`config.mk`:
```
export PLATFORM = sky130hd
export DESIGN_NAME = isoch_rx_context_control
export DESIGN_NICKNAME = d
export VERILOG_FILES = /design/src/rtl/isoch_ctl_pkg.sv /design/src/rtl/rx_context_ctrl.sv /design/src/rtl/isoch_rx_context_control.sv
export SDC_FILE = /design/constraint.sdc
export NUM_CORES = 1
export LEC_CHECK = 0
export BUFFER_PORTS_ARGS = -buffer_cell sky130_fd_sc_hd__buf_2
export CORE_AREA = 5 5 214 216
export CTS_CLUSTER_SIZE = 12
export DETAILED_ROUTE_END_ITERATION = 10
export DIE_AREA = 0 0 219 221
export PLACE_DENSITY_LB_ADDON = 0.25
export SYNTH_ARGS = -nofsm -noshare
export SYNTH_HDL_FRONTEND = slang
export SYNTH_SLANG_ARGS = --single-unit
```
`constraint.sdc`:
```
create_clock -name I_CORE_CLK -period 2.6 [get_ports I_CORE_CLK]
set_input_delay 0.78 -clock I_CORE_CLK [delete_from_list [all_inputs] [get_ports I_CORE_CLK]]
set_output_delay 0.78 -clock I_CORE_CLK [all_outputs]
set_load 0.03 [all_outputs]
```
`src/rtl/isoch_ctl_pkg.sv`:
```
package isoch_ctl_pkg;

   // ----------------------------------------------------------------
   // Counts and widths
   // ----------------------------------------------------------------
   localparam int TX_CTX = 8;
   localparam int RX_CTX = 4;
   localparam int CYCLE_W = 13;
   localparam int CHAN_W = 6;
   localparam int FIRST_WORDS = 2;

   // ----------------------------------------------------------------
   // Register byte offsets
   // ----------------------------------------------------------------
   localparam logic [11:0] TX_PTR_BASE = 12'h20C;
   localparam logic [11:0] TX_PTR_STRIDE = 12'h010;
   localparam logic [11:0] RX_CTL_SET_BASE = 12'h400;
   localparam logic [11:0] RX_CTL_CLR_BASE = 12'h404;
   localparam logic [11:0] RX_START_BASE = 12'h410;
   localparam logic [11:0] RX_STRIDE = 12'h020;

   // ----------------------------------------------------------------
   // Receive control field positions and reset values
   // ----------------------------------------------------------------
   localparam int PACK_FILL_BIT = 31;
   localparam int KEEP_HEADER_BIT = 30;
   localparam int START_ON_CYCLE_BIT = 29;
   localparam int MULTICHANNEL_BIT = 28;
   localparam int SPLIT_PAYLOAD_BIT = 27;
   localparam int RUN_BIT = 15;
   localparam int ACTIVE_BIT = 10;
   localparam int HDR_CHAN_LSB = 8;
   localparam logic [31:0] RX_CTL_RESET = 32'h0000_0000;
   localparam logic [CYCLE_W-1:0] START_CYCLE_RESET = 13'h0000;

   // ----------------------------------------------------------------
   // Types
   // ----------------------------------------------------------------
   typedef struct packed {
      logic pack_fill_mode;
      logic keep_header;
      logic start_on_cycle_enable;
      logic multichannel_select;
      logic split_payload_mode;
      logic run;
      logic active;
   } rx_ctl_s;

   typedef struct packed {
      logic valid;
      logic sop;
      logic eop;
      logic [31:0] data;
   } rx_word_s;

   typedef struct packed {
      logic valid;
      logic [1:0] ctx;
      logic secondary;
      logic buf_close;
      logic [31:0] data;
   } dma_wr_s;

   typedef enum logic [3:0] {
      ST_IDLE = 4'b0001,
      ST_BODY = 4'b0010,
      ST_TRAIL = 4'b0100,
      ST_DROP = 4'b1000
   } rx_st_e;

endpackage

```
`src/rtl/rx_context_ctrl.sv`:
```
`timescale 1ns/1ns
module rx_context_ctrl
   import isoch_ctl_pkg::*;
(
   // Clock and reset
   input wire logic i_clk,
   input wire logic i_arst_n,
   // Register writes, already masked by byte lanes
   input wire logic i_set_we,
   input wire logic i_clr_we,
   input wire logic i_start_we,
   input wire logic [31:0] i_wmask,
   // Cycle start events
   input wire logic i_cyc_start,
   input wire logic [CYCLE_W-1:0] i_cyc_count,
   // State
   output rx_ctl_s o_ctl,
   output logic [CYCLE_W-1:0] o_start_cycle
);

   typedef struct packed {
      rx_ctl_s ctl;
      logic [CYCLE_W-1:0] start_cycle;
   } ctx_state_s;

   ctx_state_s s_q;
   ctx_state_s s_d;
   logic busy;

   assign busy = s_q.ctl.run | s_q.ctl.active;

   always_comb
   begin
      s_d = s_q;
      // ----------------------------------------------------------------
      // Software set and clear
      // ----------------------------------------------------------------
      if (i_set_we)
      begin
         s_d.ctl.pack_fill_mode = s_q.ctl.pack_fill_mode | i_wmask[PACK_FILL_BIT];
         s_d.ctl.keep_header = s_q.ctl.keep_header | i_wmask[KEEP_HEADER_BIT];
         s_d.ctl.start_on_cycle_enable =
            s_q.ctl.start_on_cycle_enable | i_wmask[START_ON_CYCLE_BIT];
         s_d.ctl.multichannel_select =
            s_q.ctl.multichannel_select | i_wmask[MULTICHANNEL_BIT];
         if (!busy)
         begin
            s_d.ctl.split_payload_mode = s_q.ctl.split_payload_mode | i_wmask[SPLIT_PAYLOAD_BIT];
         end
         s_d.ctl.run = s_q.ctl.run | i_wmask[RUN_BIT];
      end
      if (i_clr_we)
      begin
         s_d.ctl.pack_fill_mode = s_q.ctl.pack_fill_mode & ~i_wmask[PACK_FILL_BIT];
         s_d.ctl.keep_header = s_q.ctl.keep_header & ~i_wmask[KEEP_HEADER_BIT];
         s_d.ctl.start_on_cycle_enable =
            s_q.ctl.start_on_cycle_enable & ~i_wmask[START_ON_CYCLE_BIT];
         s_d.ctl.multichannel_select =
            s_q.ctl.multichannel_select & ~i_wmask[MULTICHANNEL_BIT];
         if (!busy)
         begin
            s_d.ctl.split_payload_mode = s_q.ctl.split_payload_mode & ~i_wmask[SPLIT_PAYLOAD_BIT];
         end
         s_d.ctl.run = s_q.ctl.run & ~i_wmask[RUN_BIT];
      end
      if (i_start_we)
      begin
         s_d.start_cycle = i_wmask[CYCLE_W-1:0];
      end
      // ----------------------------------------------------------------
      // Hardware updates
      // ----------------------------------------------------------------
      if (s_d.ctl.split_payload_mode)
      begin
         s_d.ctl.pack_fill_mode = 1'b0;
         s_d.ctl.multichannel_select = 1'b0;
      end
      if (!s_q.ctl.run)
      begin
         s_d.ctl.active = 1'b0;
      end
      else if (!s_q.ctl.active)
      begin
         if (!s_q.ctl.start_on_cycle_enable)
         begin
            s_d.ctl.active = 1'b1;
         end
         else if (i_cyc_start && i_cyc_count == s_q.start_cycle)
         begin
            s_d.ctl.active = 1'b1;
         end
      end
      // Hardware clear beats a software set that lands in the same cycle
      if (s_q.ctl.active)
      begin
         s_d.ctl.start_on_cycle_enable = 1'b0;
      end
   end

   always_ff @(posedge i_clk or negedge i_arst_n)
   begin
      if (!i_arst_n)
      begin
         s_q <= '{ctl: rx_ctl_s'(7'h00), start_cycle: START_CYCLE_RESET};
      end
      else
      begin
         s_q <= s_d;
      end
   end

   assign o_ctl = s_q.ctl;
   assign o_start_cycle = s_q.start_cycle;

endmodule

```
`src/rtl/isoch_rx_context_control.sv`:
```
// Our own choice: the Wishbone register port.
`timescale 1ns/1ns
// Behaviour
// - Transmit pointer holds first descriptor address
// - Transmit pointer readable, read-only, reset undefined
// - Transmit pointer n at 20Ch plus 16n
// - Receive control set/clear, 32 bytes apart
// - Pack-fill packs packets, else one per buffer
// - Keep-header stores header, trailer with timestamp
// - Without keep-header, header is stripped
// - Retained header precedes its payload
// - Start-on-cycle waits for matching cycle count
// - Hardware clears start-on-cycle once active
// - Multichannel select accepts masked channels
// - Otherwise accept only the matched channel
// - Split mode sends payload to two chains
// - Split mode forces multichannel, pack-fill zero
// - Split bit frozen while run or active
// - Control bits 26-16 read zero
// - Run changed only by software or reset
// - Active held while processing descriptors
module isoch_rx_context_control
   import isoch_ctl_pkg::*;
#(
   parameter int FIRST_PAYLOAD_WORDS = FIRST_WORDS
)
(
   // Clock and reset
   input wire logic I_CORE_CLK,
   input wire logic I_ARST_N,
   // Wishbone slave
   input wire logic I_WB_CYC,
   input wire logic I_WB_STB,
   input wire logic I_WB_WE,
   input wire logic [11:0] I_WB_ADR,
   input wire logic [3:0] I_WB_SEL,
   input wire logic [31:0] I_WB_DAT,
   output logic [31:0] O_WB_DAT,
   output logic O_WB_ACK,
   // Transmit descriptor engine
   input wire logic [TX_CTX-1:0][31:0] I_TX_DESC_PTR,
   // Link receive path
   input rx_word_s I_RX,
   input wire logic [63:0] I_CHAN_MASK,
   input wire logic [RX_CTX-1:0][CHAN_W-1:0] I_MATCH_CHAN,
   input wire logic I_CYC_START,
   input wire logic [CYCLE_W-1:0] I_CYC_COUNT,
   input wire logic [15:0] I_CYCLE_STAMP,
   input wire logic [15:0] I_TRANSFER_STATUS,
   // Buffer writes toward descriptor memory
   output dma_wr_s O_WR,
   output logic [RX_CTX-1:0] O_RX_ACTIVE
);

   typedef struct packed {
      rx_st_e st;
      logic ack;
      logic [31:0] rdat;
      logic [1:0] ctx;
      logic [7:0] cnt;
      dma_wr_s wr;
      logic [RX_CTX-1:0] active;
   } top_state_s;

   top_state_s s_q;
   top_state_s s_d;
   rx_ctl_s ctl [RX_CTX];
   logic [CYCLE_W-1:0] start_cycle [RX_CTX];
   logic [RX_CTX-1:0] set_we;
   logic [RX_CTX-1:0] clr_we;
   logic [RX_CTX-1:0] start_we;
   logic [31:0] wmask;
   logic req;
   logic [31:0] rd_data;
   logic [CHAN_W-1:0] chan;
   logic found;
   logic [1:0] sel_ctx;

   // ----------------------------------------------------------------
   // Bus decode
   // ----------------------------------------------------------------
   // Strobe still high in the ack cycle is not taken twice
   assign req = I_WB_CYC & I_WB_STB & ~s_q.ack;
   assign wmask = I_WB_DAT & {{8{I_WB_SEL[3]}}, {8{I_WB_SEL[2]}},
                              {8{I_WB_SEL[1]}}, {8{I_WB_SEL[0]}}};

   always_comb
   begin
      set_we = '0;
      clr_we = '0;
      start_we = '0;
      for (int i = 0; i < RX_CTX; i++)
      begin
         if (req && I_WB_WE)
         begin
            set_we[i] = I_WB_ADR == RX_CTL_SET_BASE + RX_STRIDE * 12'(i);
            clr_we[i] = I_WB_ADR == RX_CTL_CLR_BASE + RX_STRIDE * 12'(i);
            start_we[i] = I_WB_ADR == RX_START_BASE + RX_STRIDE * 12'(i);
         end
      end
   end

   // ----------------------------------------------------------------
   // Receive contexts
   // ----------------------------------------------------------------
   for (genvar g = 0; g < RX_CTX; g++)
   begin : g_ctx
      rx_context_ctrl u_ctx (
         .i_clk(I_CORE_CLK),
         .i_arst_n(I_ARST_N),
         .i_set_we(set_we[g]),
         .i_clr_we(clr_we[g]),
         .i_start_we(start_we[g]),
         .i_wmask(wmask),
         .i_cyc_start(I_CYC_START),
         .i_cyc_count(I_CYC_COUNT),
         .o_ctl(ctl[g]),
         .o_start_cycle(start_cycle[g])
      );
   end

   // ----------------------------------------------------------------
   // Register read data
   // ----------------------------------------------------------------
   always_comb
   begin
      logic hit;
      hit = 1'b0;
      rd_data = 32'h0000_0000;
      // Unmapped addresses ack with zero data and drop writes
      for (int i = 0; i < TX_CTX; i++)
      begin
         if (I_WB_ADR == TX_PTR_BASE + TX_PTR_STRIDE * 12'(i))
         begin
            rd_data = I_TX_DESC_PTR[i];
         end
      end
      for (int i = 0; i < RX_CTX; i++)
      begin
         hit = I_WB_ADR == RX_CTL_SET_BASE + RX_STRIDE * 12'(i) ||
               I_WB_ADR == RX_CTL_CLR_BASE + RX_STRIDE * 12'(i);
         if (hit)
         begin
            // Bits 26-16 and all unlisted low bits stay zero
            rd_data = RX_CTL_RESET;
            rd_data[PACK_FILL_BIT] = ctl[i].pack_fill_mode;
            rd_data[KEEP_HEADER_BIT] = ctl[i].keep_header;
            rd_data[START_ON_CYCLE_BIT] = ctl[i].start_on_cycle_enable;
            rd_data[MULTICHANNEL_BIT] = ctl[i].multichannel_select;
            rd_data[SPLIT_PAYLOAD_BIT] = ctl[i].split_payload_mode;
            rd_data[RUN_BIT] = ctl[i].run;
            rd_data[ACTIVE_BIT] = ctl[i].active;
         end
         if (I_WB_ADR == RX_START_BASE + RX_STRIDE * 12'(i))
         begin
            rd_data = {{(32 - CYCLE_W){1'b0}}, start_cycle[i]};
         end
      end
   end

   // ----------------------------------------------------------------
   // Packet steering
   // ----------------------------------------------------------------
   assign chan = I_RX.data[HDR_CHAN_LSB +: CHAN_W];

   // Lowest numbered matching context wins
   always_comb
   begin
      found = 1'b0;
      sel_ctx = 2'h0;
      for (int i = RX_CTX - 1; i >= 0; i--)
      begin
         if (ctl[i].active &&
             (ctl[i].multichannel_select ? I_CHAN_MASK[chan] :
              chan == I_MATCH_CHAN[i]))
         begin
            found = 1'b1;
            sel_ctx = 2'(i);
         end
      end
   end

   // ----------------------------------------------------------------
   // Next state
   // ----------------------------------------------------------------
   always_comb
   begin
      rx_ctl_s c;
      c = ctl[s_q.ctx];
      s_d = s_q;
      s_d.ack = req;
      s_d.wr.valid = 1'b0;
      s_d.wr.buf_close = 1'b0;
      for (int i = 0; i < RX_CTX; i++)
      begin
         s_d.active[i] = ctl[i].active;
      end
      if (req && !I_WB_WE)
      begin
         s_d.rdat = rd_data;
      end

      case (s_q.st)
         ST_IDLE:
         begin
            if (I_RX.valid && I_RX.sop)
            begin
               if (found)
               begin
                  c = ctl[sel_ctx];
                  s_d.ctx = sel_ctx;
                  s_d.cnt = 8'h00;
                  // Header goes first, ahead of its payload
                  s_d.wr.valid = c.keep_header;
                  s_d.wr.ctx = sel_ctx;
                  s_d.wr.secondary = 1'b0;
                  s_d.wr.data = I_RX.data;
                  if (!I_RX.eop)
                  begin
                     s_d.st = ST_BODY;
                  end
                  else if (c.keep_header)
                  begin
                     s_d.st = ST_TRAIL;
                  end
               end
               else if (!I_RX.eop)
               begin
                  s_d.st = ST_DROP;
               end
            end
         end
         ST_BODY:
         begin
            if (I_RX.valid)
            begin
               s_d.wr.valid = 1'b1;
               s_d.wr.data = I_RX.data;
               s_d.wr.secondary = c.split_payload_mode &&
                                  32'(s_q.cnt) >= FIRST_PAYLOAD_WORDS;
               if (s_q.cnt != 8'hFF)
               begin
                  s_d.cnt = s_q.cnt + 8'h01;
               end
               if (I_RX.eop)
               begin
                  if (c.keep_header)
                  begin
                     s_d.st = ST_TRAIL;
                  end
                  else
                  begin
                     s_d.wr.buf_close = ~c.pack_fill_mode;
                     s_d.st = ST_IDLE;
                  end
               end
            end
         end
         ST_TRAIL:
         begin
            // Input not sampled here; keep-header senders leave a gap
            s_d.wr.valid = 1'b1;
            s_d.wr.secondary = c.split_payload_mode;
            s_d.wr.data = {I_TRANSFER_STATUS, I_CYCLE_STAMP};
            s_d.wr.buf_close = ~c.pack_fill_mode;
            s_d.st = ST_IDLE;
         end
         ST_DROP:
         begin
            if (I_RX.valid && I_RX.eop)
            begin
               s_d.st = ST_IDLE;
            end
         end
         default:
         begin
            s_d.st = ST_IDLE;
         end
      endcase
   end

   always_ff @(posedge I_CORE_CLK or negedge I_ARST_N)
   begin
      if (!I_ARST_N)
      begin
         s_q <= '{st: ST_IDLE, ack: 1'b0, rdat: 32'h0000_0000, ctx: 2'h0, cnt: 8'h00,
                  wr: dma_wr_s'(0), active: '0};
      end
      else
      begin
         s_q <= s_d;
      end
   end

   // ----------------------------------------------------------------
   // Outputs
   // ----------------------------------------------------------------
   assign O_WB_ACK = s_q.ack;
   assign O_WB_DAT = s_q.rdat;
   assign O_WR = s_q.wr;
   assign O_RX_ACTIVE = s_q.active;

endmodule

```
==> results.cfg, run 1 <==
[cells_and_area]
instances_no_fill = 2406
area_delta_synth_final_pct = 49.4
nNetsFinal = 2278
layout_commonest_cell = buf_2
final_cell_mix = 534 x buf_2, 165 x dfrtp_1, 137 x buf_4
drive_above_1_share_pct = 50.4
final_core_util_pct = 38.7

[timing]
drv_slew = 0
fin_skew_ns = 0.0180
fin_ws_ns = -0.208
hold_violations = 0
rsz0062_at_grt = true
timing.hold.ws_ns = 0.249
setup_viol = 47
max_freq_mhz = 356
worstMarginPinSlew_ns = 1.07
slew_headroom_pct = 28.7
min_period_ns = 2.81
setup_tns_ns = -7.25
fin_crit_sh_pct = 108

[detailed_routing]
wl_per_cell_um = 23.1
vias_per_cell = 5.22
wl_um = 55600
first_pass_iters = 6
drt_first_iter_violations = 1070
ant_nets = 0
vias = 12600
post-route-drc-count = 0

[floorplanning]
rows = 77
start_util_pct = 25.9
die_h_um = 221
dieArea_um2 = 48400
pin_count = 552
core_um2 = 43700
die_x_um = 219

[critical_path]
path_max_fanout = 5
reg2reg_slack_ns = 0.14
rr_endpoint = g_ctx[3].u_ctx.o_ctl[3]
reg2reg_from = O_WB_ACK
critPathArrivalTime_ns = 3.16
reg2reg_depth = 9
crit_path_start_kind = input port
cp.required_ns = 2.95
path_class = in2reg
critPathCaptureType = flip-flop

[yosys]
yosysSeqAreaShare_pct = 36.7
synth-edff-count = 0
ys_types = 72
yosys_warnings = 0
ys.flop_type = dfrtp_1
synth_cells = 1223
ys_seq_elements = 166
synth_area_leader_cell = dfrtp_1
synth_nets = 1703
async_flop_share_pct = 100
synth_area_leaders = dfrtp_1 36%, a22oi_1 5.8%, buf_4 5.0%
yosysTopAreaCellShare_pct = 36.4
synth_area_um2 = 11300
syn_avg_cell_area_um2 = 9.27

[clocking]
htreeDepth = 4
clock_path_buffers = 2
cts_sinks = 166
clock_latency_ns = 0.46
cts_buffers = 17
root_buffer = clkbuf_16
cts_tree = yes
cts.reportedPaths.clkPinSlew_ns = 0.07

[placed_design]
portBuffers = 537
place_inst = 2341
place.gp.congestion = 1.01
hpwlAfterDp_um = 44300

[run_status]
violations = setup timing
status = complete, but fails checks

[power_and_ir_drop]
powerDensity_nw_per_um2 = 389
design_power_total_mw = 6.59
p_leak_nw = 7.93
ir_worst_vdd_uv = 426

[global_routing]
grt_max_degree = 52
grt_pass1_wl_um = 80400
grt_usage_pct = 21.6
antenna_found_initial = 10
grt_pass1_vias = 12700
overflow = 0

[worst_hold_path]
hp-class = in2async

[run]
drv_cap = 0
[power by group]
group	switching (mW)	internal, mW
Combinational	0.615	0.568
Clock	1.15	1.59
Sequential	0.0356	2.63
Total	1.80	4.79
[kinds of logic (layout without fill, tap and decap cells)]
logic type,Yosys count,in the layout,synth area share (%)
xor gates and xnor gates,73,73,5.64
adders and majority gates,2,2,0.221
DFF,166,166,36.7
muxes,50,50,6.33
other,0,4,0
buffers and inverters,184,771,8.82
AOI/OAI and AO/OA,419,419,27.9
and+or+nand+nor,329,329,14.5
[worst max path at each step]
| stage | depth (start not counted) | endpoint | slack [ns] | start |
|---|---|---|---|---|
| final | 10 | O_WR[36] | -0.21 | I_RX[8] |
| after global routing | 11 | O_WR[23] | -0.31 | I_RX[8] |
| after floorplan | 9 | O_WR[36] | -0.60 | I_RX[8] |
| after CTS | 9 | O_WR[36] | -0.21 | I_RX[8] |
| after detailed placement | 11 | O_WR[36] | -0.99 | I_RX[8] |
| after global placement | 9 | O_WR[36] | -0.94 | I_RX[8] |
[flip-flops by register name, indices dropped and copies added (netlist names)]
signal	count
s_q	12
O_WB_DAT	32
g_ctx.u_ctx.o_start_cycle	52
O_WR	37
O_WB_ACK	1
g_ctx.u_ctx.o_ctl	28
O_RX_ACTIVE	4
[Yosys cell counts, drive strengths merged, types with 16 or more instances]
master and number:
clkbuf 67, a22oi 87, a222oi 31, xor2 31, a22o 26, buf 96
nand4 24, dfrtp 165, xnor2 42, a21oi 26, mux2i 23, a31oi 16
o221a 33, nand2 139, nand3 23, o21ai 79, nor2 30, nor4 20
a21o 52, inv 21, nor3 16
[per-layer routing]
layer / routed length, um / vias up / track usage (%)
met3: 5240 / 85 / 6.72
met1: 22300 / 6093 / 27.6
li1: - / 5767 / -
met5: 92 / - / 0
met2: 27000 / 604 / 36.3
met4: 1000 / 14 / 3.79
[area by class of cell]
class                           count  area, um^2
Antenna cell                        4        10.0
Inverter                           21        78.8
Clock buffer                       21         470
Multi-Input combinational cell    873        6790
Tap cell                          592         741
Fill cell                        4428       26800
Timing Repair Buffer              719        4540
Sequential cell                   166        4160
Clock inverter                     10         145
[timing repair]
| item | CTS | global route |
|---|---|---|
| setup buffers | 7 | 19 |
| resized for setup | 27 | 81 |
| hold buffers | 0 | 0 |
| pin swaps | 12 | 35 |
| cloned | 2 | 7 |
| endpoints found under the setup margin | 80 | 79 |
[stage by stage]
stage	worst slack, ns	instance area [um^2]
2_1_floorplan	-0.601	11800
3_3_place_gp	-0.943	15500
3_5_place_dp	-0.995	15500
4_1_cts	-0.211	16300
5_1_grt	-0.306	16900
6_report	-0.208	16900
[critical path, stage by stage]
cell and delay [ns]:
buf_12 0.10, buf_8 0.11, buf_12 0.11, mux2_2 0.32, o211ai_1 0.28, nand4_1 0.24
a221o_1 0.35, a221o_1 0.36, a221o_1 0.34, a31o_1 0.17
Note: power is estimated with default switching activity, not from simulation.
==> run 2: changes to the inputs <==
==> constraint.sdc (replaced) <==
create_clock -name I_CORE_CLK -period 2.6 [get_ports I_CORE_CLK]
set_input_delay 0 -clock I_CORE_CLK [delete_from_list [all_inputs] [get_ports I_CORE_CLK]]
set_output_delay 0 -clock I_CORE_CLK [all_outputs]
set_load 0.03 [all_outputs]
==> run 2 against run 1 <==
Net effect:
- the run ends with DRC left
- clock skew hardly changed
- register-to-register slack about the same
- die area stayed put
- critical endpoint is now O_WB_DAT[22]
- global-route usage grew 1.2 points
- utilization rose by 1.7 points
- first-iteration DRC count grew 16%
- combinational power is 11% higher
- cell area up 4.4%
- routed wire length grew 3.5%
==> results.cfg, run 2 (synthesis gave the netlist of run 1 again) <==
[placed_design]
place_ws_ns = -0.241
portBuffers = 537
dpl_cell_area_um2 = 14700
hpwlAfterDp_um = 43700
place_inst = 2273
place.gp.congestion = 0.937

[global_routing]
grt_max_degree = 109
overflow = 0
grt_usage_pct = 22.7
grt_pass1_vias = 13700
grt_pass1_wl_um = 85000
antenna_found_initial = 24

[clocking]
htreeDepth = 4
clock_path_buffers = 2
cts_sinks = 166
cts_tree = yes
cts_buffers = 17
root_buffer = clkbuf_16
clock_latency_ns = 0.46
cts.reportedPaths.clkPinSlew_ns = 0.07

[floorplanning]
die_x_um = 219
core_um2 = 43700
pin_count = 552
die_h_um = 221
dieArea_um2 = 48400
rows = 77
start_util_pct = 25.9

[critical_path]
crit_path_start_kind = input port
critPathCaptureType = flip-flop
reg2reg_slack_ns = 0.13
cp.required_ns = 2.98
crit_chain = buf_2, or4_4, or3_1, nor4_2, buf_4, buf_12, a22oi_1, dlygate4sd3_1, nand4_1, a22o_1
max_stage_delay_ns = 0.61
cp_slowest_cell = or4_4
cp_top_family = simple AND/OR/NAND/NOR gates
path_max_fanout = 16
critPathArrivalTime_ns = 2.88
path_class = in2reg
crit_buf_inv = 4

[cells_and_area]
instances_no_fill = 2548
largest_register_ffs = 52
layout_commonest_cell = buf_2
nNetsFinal = 2414
final_cell_mix = 536 x buf_2, 231 x dlygate4sd3_1, 165 x dfrtp_1
drive_above_1_share_pct = 37.5
fill_cells = 4399
area_delta_synth_final_pct = 55.9
final_area_um2 = 17700

[worst_hold_path]
hp-class = in2reg

[timing]
fin_skew_ns = 0.0182
drv_slew = 0
timing.hold.ws_ns = 0.00498
hold_violations = 0
setup_viol = 0
fin_ws_ns = 0.108
min_period_ns = 2.49
slew_headroom_pct = 45.5
fin_crit_sh_pct = 95.9
worstMarginPinSlew_ns = 0.817
max_freq_mhz = 401
rsz0062_at_grt = true

[power_and_ir_drop]
powerDensity_nw_per_um2 = 377
ir_worst_vdd_uv = 280
p_leak_nw = 8.05

[run_status]
violations = DRC
status = complete, but fails checks

[detailed_routing]
post-route-drc-count = 3
vias = 13300
ant_nets = 0
first_pass_iters = 11
wl_per_cell_um = 22.6
drt_first_iter_violations = 1237
wl_um = 57600
vias_per_cell = 5.22

[run]
drv_cap = 0
[run 2: cell types whose count changed in the layout (fill, tap and decap cells not counted), sizes merged]
| cell | before | now |
|---|---|---|
| a21oi | 26 | 27 |
| diode | 4 | 9 |
| inv | 22 | 28 |
| clkinvlp | 2 | 1 |
| bufinv | 3 | 2 |
| dlygate4sd3 | 0 | 231 |
| clkbuf | 26 | 19 |
| clkinv | 4 | 3 |
| buf | 714 | 623 |
[run 2: cell type report]
class	count	area [um^2]	area share, %
multi-input cells	874	6270	35.5
repair buffers	854	5790	32.8
flip-flops and latches	166	4160	23.5
well taps	592	741	4.19
clock buffers	19	453	2.56
clock inverters	13	158	0.892
inverters	21	78.8	0.446
diodes	9	22.5	0.127
[run 2: metrics by stage]
step,power [mW],utilization (%),TNS [ns]
after floorplan,3.19,-,0
after global placement,3.79,33.5,-6.32
after detailed placement,3.79,33.5,-7.51
after CTS,6.71,40.2,0
after global routing,6.94,40.4,-0.00129
final,6.66,40.4,0
[run 2: power breakdown]
part | switching (mW) | leakage [nW] | internal [mW]
clock network | 1.19 | 0.298 | 1.50
logic | 0.634 | 5.55 | 0.674
registers | 0.0353 | 2.20 | 2.63
total | 1.86 | 8.05 | 4.80
[run 2: repair_timing]
| item | in CTS | in global routing |
|---|---|---|
| setup endpoints to repair | 0 | 64 |
| resized for setup | 0 | 7 |
| endpoints found under the hold margin | 293 | 0 |
| hold buffers | 231 | 0 |
| setup buffers | 0 | 1 |
[run 2: worst paths after layout]
check / to / cells past startpoint / startpoint
setup / recovery: O_WB_DAT[22] / 10 / I_WB_ADR[8]
hold / removal: g_ctx[0].u_ctx.o_start_cycle[11] / 3 / I_WB_DAT[11]
setup reg to reg: O_WR[16] / 9 / g_ctx[1].u_ctx.o_ctl[3]
hold reg to reg: O_WB_DAT[15] / 1 / O_WB_DAT[15]
max in group asynchronous: O_WR[25] / 4 / I_ARST_N
min in group asynchronous: O_WB_ACK / 3 / I_ARST_N
[run 2: worst register-to-register path: stages, from the launching register on]
cell and delay [ns]:
dfrtp_1 0.47, a22o_1 0.27, nor2_2 0.17, nor2_1 0.07
a22oi_1 0.30, o311ai_4 0.22, a21oi_4 0.28, nand2_1 0.12
buf_12 0.19, o221a_2 0.27
[run 2: per-layer routing]
| metal | share of wire [%] | track usage [%] |
|---|---|---|
| met1 | 39 | 27.3 |
| met2 | 48 | 38.5 |
| met3 | 8.9 | 6.62 |
| met4 | 3.7 | 8.61 |
| met5 | 0.27 | 0 |
==> run 3: changes to the inputs <==
Settings changed: CORE_AREA 5 5 214 216 to 2 2 217 219, PLACE_DENSITY_LB_ADDON 0.25 to unset.
==> run 3 against run 2 <==
Net effect:
- the flow now finishes without violations
- die area unchanged
- sequential power about the same
- first-iteration DRC count is 4.3% lower
- sequential share of layout area up 0.30 points
- critical endpoint is now O_WB_DAT[3]
==> results.cfg, run 3 (synthesis gave the netlist of run 1 again) <==
[placed_design]
hpwlAfterDp_um = 46400
portBuffers = 537
place.gp.congestion = 0.978
place_inst = 2305

[global_routing]
overflow = 0
grt_pass1_wl_um = 86700
grt_pass1_vias = 14000
antenna_found_initial = 15
grt_usage_pct = 24.0
grt_max_degree = 73

[cells_and_area]
largest_register_ffs = 52
drive_above_1_share_pct = 38.9
instances_no_fill = 2544
area_delta_synth_final_pct = 54.0
layout_commonest_cell = buf_2
nNetsFinal = 2394
final_cell_mix = 536 x buf_2, 196 x dlygate4sd3_1, 164 x dfrtp_1

[floorplanning]
dieArea_um2 = 48400
die_h_um = 221
start_util_pct = 24.6
core_um2 = 46100
rows = 79
pin_count = 552
die_x_um = 219

[clocking]
cts_setup_buffers = 0
clock_path_buffers = 2
cts.reportedPaths.clkPinSlew_ns = 0.07
clock_latency_ns = 0.46
cts_tree = yes
cts_buffers = 17
htreeDepth = 4
cts_sinks = 166
root_buffer = clkbuf_16

[timing]
hold_violations = 0
slew_headroom_pct = 41.9
setup_tns_ns = 0
fin_crit_sh_pct = 96.5
fin_skew_ns = 0.0149
drv_slew = 0
setup_viol = 0
worstMarginPinSlew_ns = 0.870
max_freq_mhz = 398
min_period_ns = 2.51
rsz0062_at_grt = false

[detailed_routing]
vias_per_cell = 5.30
wl_um = 59900
vias = 13500
first_pass_iters = 7
wl_per_cell_um = 23.6
post-route-drc-count = 0
ant_nets = 0
drt_first_iter_violations = 1184

[critical_path]
crit_path_start_kind = input port
max_stage_delay_ns = 0.59
path_class = in2reg
critPathCaptureType = flip-flop
critPathArrivalTime_ns = 2.90
cp_top_family = simple AND/OR/NAND/NOR gates
crit_buf_inv = 4
path_max_fanout = 11
cp_slowest_cell = or4_1
cp.required_ns = 2.99
crit_chain = buf_2, or4_1, buf_4, or2_1, or4_1, nor3_1, buf_4, a22oi_1, a31oi_1, dlygate4sd3_1, a21o_1

[power_and_ir_drop]
powerDensity_nw_per_um2 = 383
p_leak_nw = 8.03
design_power_total_mw = 6.68
ir_worst_vdd_uv = 412

[run]
drv_cap = 0

[worst_hold_path]
hp-class = in2reg

[run_status]
status = complete, no violations
[run 3: changes by cell type in the layout (fill, tap and decap cells not counted), moves of 2 or more]
cell / delta
buf_4: +15
clkbuf_8: -2
inv_8: +4
inv_6: -3
clkinv_8: +2
nor4_2: +2
dlygate4sd3_1: -35
[run 3: cell type report]
class	instances	area [um^2]
fill	4621	28600
timing repair buffer	834	5560
inverter	21	78.8
clock buffer	17	425
multi-input combinational	874	6280
clock inverter	15	179
tap	607	759
antenna	10	25.0
sequential	166	4160
[run 3: worst paths after layout]
| path | start | end | slack [ns] | cells past startpoint |
|---|---|---|---|---|
| max | I_WB_ADR[8] | O_WB_DAT[3] | 0.09 | 11 |
| min | I_WB_DAT[5] | g_ctx[0].u_ctx.o_start_cycle[5] | 0.002 | 3 |
| max reg2reg | g_ctx[1].u_ctx.o_ctl[0] | O_WR[29] | 0.17 | 9 |
| min reg2reg | O_WB_DAT[11] | O_WB_DAT[11] | 0.48 | 1 |
| max in group asynchronous | I_ARST_N | O_RX_ACTIVE[3] | 1.68 | 3 |
| min in group asynchronous | I_ARST_N | O_WR[4] | 0.12 | 2 |
[run 3: where the power goes]
part / switching [mW] / total [mW] / internal [mW] / leakage, nW
logic: 0.652 / 1.31 / 0.659 / 5.53
registers: 0.0378 / 2.67 / 2.63 / 2.20
clock network: 1.32 / 2.70 / 1.38 / 0.294
[run 3: stage by stage]
step | worst slack, ns | instance area, um^2 | util (%) | hold slack, ns
finish | 0.0904 | 17500 | 37.9 | 0.00180
global route | 0.00286 | 17500 | 37.9 | 0.0258
CTS | 0.0180 | 17400 | 37.7 | 0.00325
detailed placement | -0.226 | 14800 | 32.1 | 0.0689
global placement | -0.194 | 14800 | 32.1 | 0.0685
floorplan | 0.101 | 11300 | - | -0.296
[run 3: what timing repair did]
| action | in CTS | in global routing |
|---|---|---|
| gates cloned | 0 | 1 |
| hold buffers | 196 | 0 |
| gates resized for setup | 1 | 10 |
| endpoints found under the hold margin | 193 | 0 |
| pin swaps | 0 | 2 |
| setup endpoints to repair | 13 | 45 |
[run 3: worst reg2reg max path, delay by kind of cell, from the launching register on]
family / cells / cell delay (ns)
AOI/OAI and AO/OA: 5 / 1.25
buffers and inverters: 1 / 0.20
DFF: 1 / 0.47
and+or+nand+nor: 3 / 0.38
[run 3: routing by layer]
metal,up-vias,GRT usage (%),routed length (um)
met3,177,4.93,4540
met5,-,0,0
met2,838,43.4,30500
li1,6013,-,-
met1,6467,25.7,21500
met4,0,13.7,3410
